File: config.mk
export PLATFORM = sky130hd
export DESIGN_NAME = ptc_regs
export DESIGN_NICKNAME = d
export VERILOG_FILES = /design/src/verilog/ptc_pkg.sv /design/src/verilog/ptc_trim_field.sv /design/src/verilog/ptc_swing_field.sv /design/src/verilog/ptc_regs.sv
export SDC_FILE = /design/constraint.sdc
export NUM_CORES = 1
export LEC_CHECK = 0
export BUFFER_PORTS_ARGS = -buffer_cell sky130_fd_sc_hd__buf_2
export CORE_MARGIN = 3
export CORE_UTILIZATION = 46
export CTS_CLUSTER_DIAMETER = 60
export DETAILED_ROUTE_END_ITERATION = 8
export PLACE_DENSITY_LB_ADDON = 0.08
export SLEW_MARGIN = 20
export SYNTH_ARGS = -nofsm -noshare
export SYNTH_HDL_FRONTEND = slang
export SYNTH_SLANG_ARGS = --single-unit
export TNS_END_PERCENT = 20
File: constraint.sdc
create_clock -name clk_sys -period 1.8 [get_ports clk_sys]
set_input_delay 0.09 -clock clk_sys [delete_from_list [all_inputs] [get_ports clk_sys]]
set_output_delay 0.09 -clock clk_sys [all_outputs]
set_load 0.03 [all_outputs]
File: src/verilog/ptc_pkg.sv
// package for the phy tuning configuration register bank
// assumes a plain register port with 8-bit register indices
package ptc_pkg;
  // ----------------------------------------------------------------
  // register indices
  // ----------------------------------------------------------------
  localparam logic [7:0] ADDR_TX_FINE_GAIN_AB = 8'ha0;
  localparam logic [7:0] ADDR_TX_FINE_GAIN_CD = 8'ha1;
  localparam logic [7:0] ADDR_LINE_SWING_AB = 8'ha2;
  localparam logic [7:0] ADDR_LINE_SWING_CD = 8'ha3;
  localparam logic [7:0] ADDR_RX_LOWPASS = 8'hb3;
  localparam logic [7:0] ADDR_RX_EQ_ENABLE = 8'hc0;
  localparam logic [7:0] ADDR_CLOCK_OUT_SEL = 8'hc6;
  localparam logic [7:0] ADDR_SERIAL_WIRING = 8'hd3;
  localparam logic [7:0] ADDR_ELASTIC_BUF = 8'he9;
  localparam logic [7:0] ADDR_LOOPBACK = 8'hfe;
  // ----------------------------------------------------------------
  // field positions
  // ----------------------------------------------------------------
  localparam int GAIN_LO_LSB = 0;
  localparam int GAIN_HI_LSB = 8;
  localparam int GAIN_W = 4;
  localparam int SWING_LO_LSB = 0;
  localparam int SWING_HI_LSB = 8;
  localparam int SWING_W = 5;
  localparam int SWING_EN_LO_BIT = 5;
  localparam int SWING_EN_HI_BIT = 13;
  localparam int TEST_CLOCK_SEL_BIT = 4;
  localparam int SIX_WIRE_BIT = 14;
  // ----------------------------------------------------------------
  // reset values
  // ----------------------------------------------------------------
  localparam logic [4:0] SWING_RESET = 5'h10;
  localparam logic [15:0] ELASTIC_BUF_RESET = 16'h9f22;
  localparam logic [15:0] LOOPBACK_RESET = 16'h0001;
  localparam logic [15:0] RX_LOWPASS_RESET = 16'h0000;
  localparam logic [15:0] RX_EQ_ENABLE_RESET = 16'h0000;
  localparam logic [3:0] GAIN_MID_CODE = 4'h8;
  // gain in units of two percent relative to nominal
  localparam logic signed [3:0] GAIN_STEP_PCT = 4'sh2;
endpackage

File: src/verilog/ptc_trim_field.sv
// one trimmed gain field: loads its calibration code at reset
// assumes trim_code is static while rst is high
`timescale 1ns/1ps
module ptc_trim_field (
  // clock and reset
  input wire logic clk_sys,
  input wire logic rst,
  // calibration and write path
  input wire logic [3:0] trim_code,
  input wire logic wr_en,
  input wire logic [3:0] wr_data,
  // field value and decoded gain step
  output logic [3:0] value,
  output logic signed [4:0] gain_steps
);
  logic [3:0] value_reg;
  logic [3:0] value_next;

  // RULE_13 trim load at reset
  always_comb begin
    value_next = value_reg;
    if (rst) begin
      value_next = trim_code;
    end else if (wr_en) begin
      value_next = wr_data;
    end
  end

  always_ff @(posedge clk_sys) begin
    value_reg <= value_next;
  end

  assign value = value_reg;

  // RULE_01 code to gain
  // steps of two percent; code 0 is -8 steps, code 15 is +7 steps
  always_comb begin
    gain_steps = $signed({1'b0, value_reg}) -
      $signed({1'b0, ptc_pkg::GAIN_MID_CODE});
  end
endmodule

File: src/verilog/ptc_swing_field.sv
// one line driver swing field with its override enable
// assumes internal_swing comes from the analog calibration path
`timescale 1ns/1ps
module ptc_swing_field (
  // clock and reset
  input wire logic clk_sys,
  input wire logic rst,
  // write path
  input wire logic wr_en,
  input wire logic wr_override_en,
  input wire logic [4:0] wr_swing,
  // internal swing when not overridden
  input wire logic [4:0] internal_swing,
  // stored fields and effective swing
  output logic override_en,
  output logic [4:0] swing_value,
  output logic [4:0] swing_eff
);
  logic en_reg;
  logic en_next;
  logic [4:0] val_reg;
  logic [4:0] val_next;

  always_comb begin
    en_next = en_reg;
    val_next = val_reg;
    if (rst) begin
      en_next = 1'b0;
      val_next = ptc_pkg::SWING_RESET;
    end else if (wr_en) begin
      en_next = wr_override_en;
      val_next = wr_swing;
    end
  end

  always_ff @(posedge clk_sys) begin
    en_reg <= en_next;
    val_reg <= val_next;
  end

  assign override_en = en_reg;
  assign swing_value = val_reg;
  // RULE_04 override selects tune
  assign swing_eff = en_reg ? val_reg : internal_swing;
endmodule

File: src/verilog/ptc_regs.sv
// phy tuning configuration register bank, top level
// assumes a same-clock register port; read data one cycle after strobe
// Functional notes
// RULE_01: gain code 0 is -16%, code 8 no change, code 15 +14%, 2% steps
// RULE_02: first gain register holds channel a in 3:0, channel b in 11:8
// RULE_03: second gain register holds channels c and d the same way
// RULE_04: channel a swing override enable selects five-bit tune field
// RULE_05: channels b, c, d have own override bit and swing field
// RULE_06: clock mux bit routes internal transmit test clock to clock out
// RULE_07: serial type bit selects six-wire mode with clock to mac
// RULE_08: reserved bits in clock-out and serial registers read zero
// RULE_09: software soft-resets after changing the loopback word
// RULE_10: software programs only the documented loopback pattern
// RULE_11: software may set lowpass word for emc immunity
// RULE_12: software may clear equalizer enable word for emc immunity
// RULE_13: trimmed fields load calibration at reset, stay writable
//
// Chosen here: the address-and-strobe port.
`timescale 1ns/1ps
module ptc_regs (
  // clock and reset
  input wire logic clk_sys,
  input wire logic rst,
  // register port
  input wire logic [7:0] reg_addr,
  input wire logic [15:0] reg_wdata,
  input wire logic reg_wr,
  input wire logic reg_rd,
  output logic [15:0] reg_rdata,
  // calibration inputs, static during reset
  input wire logic [3:0] trim_gain_a,
  input wire logic [3:0] trim_gain_b,
  input wire logic [3:0] trim_gain_c,
  input wire logic [3:0] trim_gain_d,
  input wire logic [4:0] internal_swing_a,
  input wire logic [4:0] internal_swing_b,
  input wire logic [4:0] internal_swing_c,
  input wire logic [4:0] internal_swing_d,
  // analog controls
  output logic [3:0] tx_gain_trim_ch_a,
  output logic [3:0] tx_gain_trim_ch_b,
  output logic [3:0] tx_gain_trim_ch_c,
  output logic [3:0] tx_gain_trim_ch_d,
  output logic signed [4:0] tx_gain_step_a,
  output logic signed [4:0] tx_gain_step_b,
  output logic signed [4:0] tx_gain_step_c,
  output logic signed [4:0] tx_gain_step_d,
  output logic [4:0] line_swing_a,
  output logic [4:0] line_swing_b,
  output logic [4:0] line_swing_c,
  output logic [4:0] line_swing_d,
  output logic [15:0] rx_lowpass_word,
  output logic [15:0] rx_equalizer_enable_word,
  output logic test_clock_select,
  output logic six_wire_mode,
  output logic [15:0] elastic_buffer_word,
  output logic [15:0] loopback_word
);
  // ----------------------------------------------------------------
  // per-channel fields
  // ----------------------------------------------------------------
  logic [3:0] trim_in [4];
  logic [4:0] int_swing [4];
  logic [3:0] gain_val [4];
  logic signed [4:0] gain_step [4];
  logic sw_en [4];
  logic [4:0] sw_val [4];
  logic [4:0] sw_eff [4];
  logic gain_wr [4];
  logic swing_wr [4];
  logic [3:0] gain_wdata [4];
  logic sw_en_wdata [4];
  logic [4:0] sw_wdata [4];

  assign trim_in[0] = trim_gain_a;
  assign trim_in[1] = trim_gain_b;
  assign trim_in[2] = trim_gain_c;
  assign trim_in[3] = trim_gain_d;
  assign int_swing[0] = internal_swing_a;
  assign int_swing[1] = internal_swing_b;
  assign int_swing[2] = internal_swing_c;
  assign int_swing[3] = internal_swing_d;

  // channels 0,2 sit in the low fields, 1,3 in the high fields
  // one word write updates both channels of a pair together;
  // there is no per-field mask, so software rewrites the partner
  // field with its current value when it changes only one channel
  genvar ch;
  generate
    for (ch = 0; ch < 4; ch++) begin : g_ch
      localparam bit HI = (ch % 2) == 1;
      localparam logic [7:0] GAIN_ADDR = (ch < 2) ?
        ptc_pkg::ADDR_TX_FINE_GAIN_AB : ptc_pkg::ADDR_TX_FINE_GAIN_CD;
      localparam logic [7:0] SW_ADDR = (ch < 2) ?
        ptc_pkg::ADDR_LINE_SWING_AB : ptc_pkg::ADDR_LINE_SWING_CD;
      localparam int GLSB = HI ? ptc_pkg::GAIN_HI_LSB :
        ptc_pkg::GAIN_LO_LSB;
      localparam int SLSB = HI ? ptc_pkg::SWING_HI_LSB :
        ptc_pkg::SWING_LO_LSB;
      localparam int EBIT = HI ? ptc_pkg::SWING_EN_HI_BIT :
        ptc_pkg::SWING_EN_LO_BIT;

      // RULE_02 gain nibble decode
      // RULE_03 second gain register
      assign gain_wr[ch] = reg_wr && (reg_addr == GAIN_ADDR);
      assign gain_wdata[ch] = reg_wdata[GLSB +: ptc_pkg::GAIN_W];
      // RULE_05 per-channel swing fields
      assign swing_wr[ch] = reg_wr && (reg_addr == SW_ADDR);
      assign sw_en_wdata[ch] = reg_wdata[EBIT];
      assign sw_wdata[ch] = reg_wdata[SLSB +: ptc_pkg::SWING_W];

      ptc_trim_field u_gain (
        .clk_sys(clk_sys),
        .rst(rst),
        .trim_code(trim_in[ch]),
        .wr_en(gain_wr[ch]),
        .wr_data(gain_wdata[ch]),
        .value(gain_val[ch]),
        .gain_steps(gain_step[ch])
      );

      ptc_swing_field u_swing (
        .clk_sys(clk_sys),
        .rst(rst),
        .wr_en(swing_wr[ch]),
        .wr_override_en(sw_en_wdata[ch]),
        .wr_swing(sw_wdata[ch]),
        .internal_swing(int_swing[ch]),
        .override_en(sw_en[ch]),
        .swing_value(sw_val[ch]),
        .swing_eff(sw_eff[ch])
      );
    end
  endgenerate

  // ----------------------------------------------------------------
  // whole-word and single-bit registers
  // ----------------------------------------------------------------
  logic [15:0] lowpass_reg;
  logic [15:0] lowpass_next;
  logic [15:0] eq_en_reg;
  logic [15:0] eq_en_next;
  logic [15:0] elastic_reg;
  logic [15:0] elastic_next;
  logic [15:0] loop_reg;
  logic [15:0] loop_next;
  logic clk_sel_reg;
  logic clk_sel_next;
  logic six_wire_reg;
  logic six_wire_next;

  // filter and equalizer words have no fixed default; zero chosen
  always_comb begin
    lowpass_next = lowpass_reg;
    eq_en_next = eq_en_reg;
    elastic_next = elastic_reg;
    loop_next = loop_reg;
    clk_sel_next = clk_sel_reg;
    six_wire_next = six_wire_reg;
    if (rst) begin
      lowpass_next = ptc_pkg::RX_LOWPASS_RESET;
      eq_en_next = ptc_pkg::RX_EQ_ENABLE_RESET;
      elastic_next = ptc_pkg::ELASTIC_BUF_RESET;
      loop_next = ptc_pkg::LOOPBACK_RESET;
      clk_sel_next = 1'b0;
      six_wire_next = 1'b0;
    end else if (reg_wr) begin
      case (reg_addr)
        ptc_pkg::ADDR_RX_LOWPASS: begin
          lowpass_next = reg_wdata;
        end
        ptc_pkg::ADDR_RX_EQ_ENABLE: begin
          eq_en_next = reg_wdata;
        end
        ptc_pkg::ADDR_ELASTIC_BUF: begin
          elastic_next = reg_wdata;
        end
        // new value only trusted after a soft reset elsewhere;
        // limitation: this block cannot see when that reset happens
        ptc_pkg::ADDR_LOOPBACK: begin
          loop_next = reg_wdata;
        end
        // RULE_06 test clock select
        ptc_pkg::ADDR_CLOCK_OUT_SEL: begin
          clk_sel_next = reg_wdata[ptc_pkg::TEST_CLOCK_SEL_BIT];
        end
        // RULE_07 six-wire select
        ptc_pkg::ADDR_SERIAL_WIRING: begin
          six_wire_next = reg_wdata[ptc_pkg::SIX_WIRE_BIT];
        end
        default: begin
        end
      endcase
    end
  end

  always_ff @(posedge clk_sys) begin
    lowpass_reg <= lowpass_next;
    eq_en_reg <= eq_en_next;
    elastic_reg <= elastic_next;
    loop_reg <= loop_next;
    clk_sel_reg <= clk_sel_next;
    six_wire_reg <= six_wire_next;
  end

  // ----------------------------------------------------------------
  // read path
  // ----------------------------------------------------------------
  logic [15:0] rd_word;
  logic [15:0] rdata_reg;
  logic [15:0] rdata_next;

  // RULE_08 reserved bits read zero
  always_comb begin
    rd_word = 16'h0000;
    case (reg_addr)
      ptc_pkg::ADDR_TX_FINE_GAIN_AB: begin
        rd_word[ptc_pkg::GAIN_LO_LSB +: ptc_pkg::GAIN_W] = gain_val[0];
        rd_word[ptc_pkg::GAIN_HI_LSB +: ptc_pkg::GAIN_W] = gain_val[1];
      end
      ptc_pkg::ADDR_TX_FINE_GAIN_CD: begin
        rd_word[ptc_pkg::GAIN_LO_LSB +: ptc_pkg::GAIN_W] = gain_val[2];
        rd_word[ptc_pkg::GAIN_HI_LSB +: ptc_pkg::GAIN_W] = gain_val[3];
      end
      ptc_pkg::ADDR_LINE_SWING_AB: begin
        rd_word[ptc_pkg::SWING_LO_LSB +: ptc_pkg::SWING_W] = sw_val[0];
        rd_word[ptc_pkg::SWING_EN_LO_BIT] = sw_en[0];
        rd_word[ptc_pkg::SWING_HI_LSB +: ptc_pkg::SWING_W] = sw_val[1];
        rd_word[ptc_pkg::SWING_EN_HI_BIT] = sw_en[1];
      end
      ptc_pkg::ADDR_LINE_SWING_CD: begin
        rd_word[ptc_pkg::SWING_LO_LSB +: ptc_pkg::SWING_W] = sw_val[2];
        rd_word[ptc_pkg::SWING_EN_LO_BIT] = sw_en[2];
        rd_word[ptc_pkg::SWING_HI_LSB +: ptc_pkg::SWING_W] = sw_val[3];
        rd_word[ptc_pkg::SWING_EN_HI_BIT] = sw_en[3];
      end
      ptc_pkg::ADDR_RX_LOWPASS: begin
        rd_word = lowpass_reg;
      end
      ptc_pkg::ADDR_RX_EQ_ENABLE: begin
        rd_word = eq_en_reg;
      end
      ptc_pkg::ADDR_CLOCK_OUT_SEL: begin
        rd_word[ptc_pkg::TEST_CLOCK_SEL_BIT] = clk_sel_reg;
      end
      ptc_pkg::ADDR_SERIAL_WIRING: begin
        rd_word[ptc_pkg::SIX_WIRE_BIT] = six_wire_reg;
      end
      ptc_pkg::ADDR_ELASTIC_BUF: begin
        rd_word = elastic_reg;
      end
      ptc_pkg::ADDR_LOOPBACK: begin
        rd_word = loop_reg;
      end
      default: begin
        rd_word = 16'h0000;
      end
    endcase
  end

  // decode uses the strobe cycle's address, so it need not be held
  // data is held only in the cycle after the strobe, zero otherwise
  always_comb begin
    rdata_next = 16'h0000;
    if (!rst && reg_rd) begin
      rdata_next = rd_word;
    end
  end

  // ----------------------------------------------------------------
  // output registers
  // ----------------------------------------------------------------
  // outputs are re-registered so every top output leaves a flip-flop;
  // costs one cycle of latency on the gain, gain step and line swing controls
  logic [3:0] gain_o_reg [4];
  logic signed [4:0] step_o_reg [4];
  logic [4:0] swing_o_reg [4];

  always_ff @(posedge clk_sys) begin
    rdata_reg <= rdata_next;
    for (int i = 0; i < 4; i++) begin
      gain_o_reg[i] <= gain_val[i];
      step_o_reg[i] <= gain_step[i];
      swing_o_reg[i] <= sw_eff[i];
    end
  end

  assign reg_rdata = rdata_reg;
  assign tx_gain_trim_ch_a = gain_o_reg[0];
  assign tx_gain_trim_ch_b = gain_o_reg[1];
  assign tx_gain_trim_ch_c = gain_o_reg[2];
  assign tx_gain_trim_ch_d = gain_o_reg[3];
  assign tx_gain_step_a = step_o_reg[0];
  assign tx_gain_step_b = step_o_reg[1];
  assign tx_gain_step_c = step_o_reg[2];
  assign tx_gain_step_d = step_o_reg[3];
  assign line_swing_a = swing_o_reg[0];
  assign line_swing_b = swing_o_reg[1];
  assign line_swing_c = swing_o_reg[2];
  assign line_swing_d = swing_o_reg[3];
  assign rx_lowpass_word = lowpass_reg;
  assign rx_equalizer_enable_word = eq_en_reg;
  assign test_clock_select = clk_sel_reg;
  assign six_wire_mode = six_wire_reg;
  assign elastic_buffer_word = elastic_reg;
  assign loopback_word = loop_reg;
endmodule

==> key figures <==
Worst setup path
  – Top delay family on crit path: simple AND/OR/NAND/NOR gates
  – Worst R2R End: reg_rdata[1]$_SDFF_PN0_
  – Crit path max fanout: 8
  – Slowest stage cell on the critical path: or4b_1
  – Critical path's largest stage delay: 630 ps
  – WP data arrival: between 1500 and 2000 ps
  – Setup CP Type: in -> reg
  – RR Startpoint: g_ch[0].u_gain.value[1]$_DFFE_PP_
  – Buffer and inverter count on the worst path: 1
  – Critical Path Source Type: input port
  – Critical path cell sequence: buf_2, or4b_1, nor3b_4, nor4_2, a21oi_2, a21boi_0
  – CP Data Required Time: 2130 ps
  – R2r setup slk: approximately 470 ps
  – R2R cell count: 3
  – Crit end category: register

Synthesis
  – Most used flip-flop cell after synthesis: dfxtp_1
  – EDFF count, synth: 16
  – Synthesized net count: 701
  – Post-synthesis cell count: between 600 and 700
  – Post-synthesis cell type count: 40
  – Flops & latches, synth: about 160
  – Post-synth ARST share: 0
  – Post-Syn Area: 6240 sq um
  – Seq/Total Area, Yosys: 0.545
  – Mean post-synth cell area: approximately 10 sq um
  – Ys Warns: 0

Clock tree
  – CTS Sinks: roughly 160
  – CTS max path bufs: 2
  – Clock tree from TritonCTS: built
  – Clk_lat worst skew: between 400 and 500 ps
  – Root Driver: clkbuf_16
  – Worst-path clk slew: 60 ps
  – Total CTS buffers: 17
  – H-Tree Depth: 4

Power
  – Pwr Density: between 900 and 1000 nW/um^2
  – Leakage: 3.93 nW
  – Max rail drop VDD: approximately 0.57 mV

Floorplan
  – Num ports: roughly 200
  – Row count: slightly above 40
  – Full die area: about 15,000 sq um
  – Die Span X: between 100 and 150 um
  – Die height: about 120 um
  – Total core area: 12,900 sq um
  – Initial core utilization: 0.483

Global routing
  – Initial antenna violation count: 0
  – Global route total overflow: 0
  – First-pass GRT wire length: slightly below 30 mm
  – Largest net degree at the start of global routing: 53
  – GRT Total Usage: 0.257
  – Vias in the first global route: ~5.6k

Final layout
  – Share of cells above drive strength 1: 0.331
  – Layout Nets: approximately 950
  – FF/Latch Area: around 3400 sq um
  – N_diodes: 0
  – Layout Utilization: 0.655
  – Multi-input combinational cell area: between 2000 and 3000 sq um
  – Fill cell count: 1,063
  – P&R area growth vs syn: 35.7%

STA
  – Final Max Slew Viols: 0
  – Fin Clk Skew: about 8.7 ps
  – Min Hold Slack: ~23 ps
  – Maximum clock frequency: about 0.68 GHz
  – Endpoints failing setup: 0
  – Worst-margin pin slew: 544 ps
  – Tcrit/Tclk final: 0.822
  – RSZ-0062 raised after global routing: no
  – Slew HR: 0.637
  – Final hold violations: 0
  – Min Clock Period, post-route: around 1500 ps

Placed design
  – Final HPWL DP: approximately 14 mm
  – Final GP Congestion: between 0.7 and 0.8
  – Port Buffers: ~200

Route
  – Residual DRC: 0
  – Antenna-violating nets left: 0
  – DR pass1 iterations: 7
  – Vias post-DR: approximately 5.8k
  – Initial DRC Count: 588
  – Vias per cell: 5.37
  – Routed len/inst: about 18 um
  – Routed wire length: a little under 20 mm

Hold path
  – Worst min path class: in -> reg
  – WHS Path Cells: 3
  – Worst Hold Path EP: loopback_word[9]$_SDFFE_PP0P_
  – Hold path start: reg_wdata[9]

Run
  – Max_cap viols: 0

Status
  – Outcome: completed
==> how the worst max path moves through the flow <==
stage,from,to,cells past startpoint
3_3_place_gp,reg_addr[3],reg_rdata[1]$_SDFF_PN0_,6
2_1_floorplan,reg_addr[2],rx_lowpass_word[10]$_SDFFE_PP0P_,8
5_1_grt,reg_addr[3],reg_rdata[11]$_SDFF_PN0_,6
6_report,reg_addr[3],reg_rdata[11]$_SDFF_PN0_,6
4_1_cts,reg_addr[3],reg_rdata[11]$_SDFF_PN0_,6
3_5_place_dp,reg_addr[3],reg_rdata[2]$_SDFF_PN0_,6
==> final cells by class <==
cell class / count / share of cell area
sequential: 162 / 0.402
multi-input combinational: 410 / 0.297
timing repair buffer: 289 / 0.211
clock buffer: 26 / 0.0578
tap: 172 / 0.0254
clock inverter: 6 / 0.00384
inverter: 7 / 0.00310
==> synth_stat cells (2+ instances only) <==
master    count  area, sq um
dfxtp_1     146         2920
nand2_1     136          510
nor2_1       57          214
a21oi_1      49          245
mux2i_1      42          420
clkbuf_1     26         97.6
mux2_2       20          225
buf_4        17          128
edfxtp_1     16          480
a222oi_1     15          150
buf_2        12         60.1
a22oi_1      10         75.1
a221oi_1      9         78.8
a22o_1        9         78.8
nand2b_1      9         56.3
nand3b_1      9         67.6
a21boi_0      8         60.1
inv_1         7         26.3
a211o_1       5         43.8
and2_1        4         25.0
nand3_1       4         20.0
nor4bb_1      4         40.0
a31o_2        2         17.5
and2_0        2         12.5
buf_6         2         22.5
nor3b_4       2         37.5
nor4b_1       2         17.5
==> timing repair <==
item	CTS	global route
hold buffers	48	0
setup buffers	0	0
endpoints found under the hold margin	72	0
setup endpoints to repair	0	0
resized for setup	0	0
==> cell families after synthesis <==
kind of cell,synth area share
multiplexers,0.103
AO/OA/AOI/OAI,0.124
flip-flops,0.545
buffers and inverters,0.0541
AND/OR/NAND/NOR,0.173
==> per-layer routing <==
metal	GRT usage	up-vias	share of wire
met1	0.330	2713	0.41
met5	0	-	0
li1	-	2693	-
met2	0.417	312	0.47
met4	0.118	0	0.028
met3	0.0553	41	0.087
==> where the power goes <==
| part | switching, W | internal (W) | total [W] |
|---|---|---|---|
| clock network | 0.00134 | 0.00186 | 0.00320 |
| registers | 0.0000506 | 0.00375 | 0.00381 |
| logic | 0.000453 | 0.000271 | 0.000724 |
==> through the flow <==
stage / instance area (sq um) / setup WS (ps) / TNS (ps) / total power (W) / instances
6_report: 8470 / 320 / 0 / 0.00773 / 1072
2_1_floorplan: 6240 / 14.9 / 0 / 0.00428 / 637
3_3_place_gp: 7470 / 7.89 / 0 / 0.00451 / 992
3_5_place_dp: 7470 / -78.1 / -749 / 0.00452 / 992
5_1_grt: 8470 / 199 / 0 / 0.00799 / 1072
4_1_cts: 8470 / 334 / 0 / 0.00776 / 1072
==> worst min-delay path, cell delays in order <==
cell and delay, ps:
buf_2 160, nand2_1 70, a21oi_1 60
==> cells in the final DEF (no fill, tap or decap), types with 15 or more instances in the layout <==
cell type      count
a21oi_1           49
a222oi_1          15
buf_2            200
buf_4             41
clkbuf_16         17
dfxtp_1          146
dlygate4sd3_1     48
edfxtp_1          16
mux2_2            20
mux2i_1           42
nand2_1          136
nor2_1            57
No activity file was read; power rests on OpenSTA's default activity.
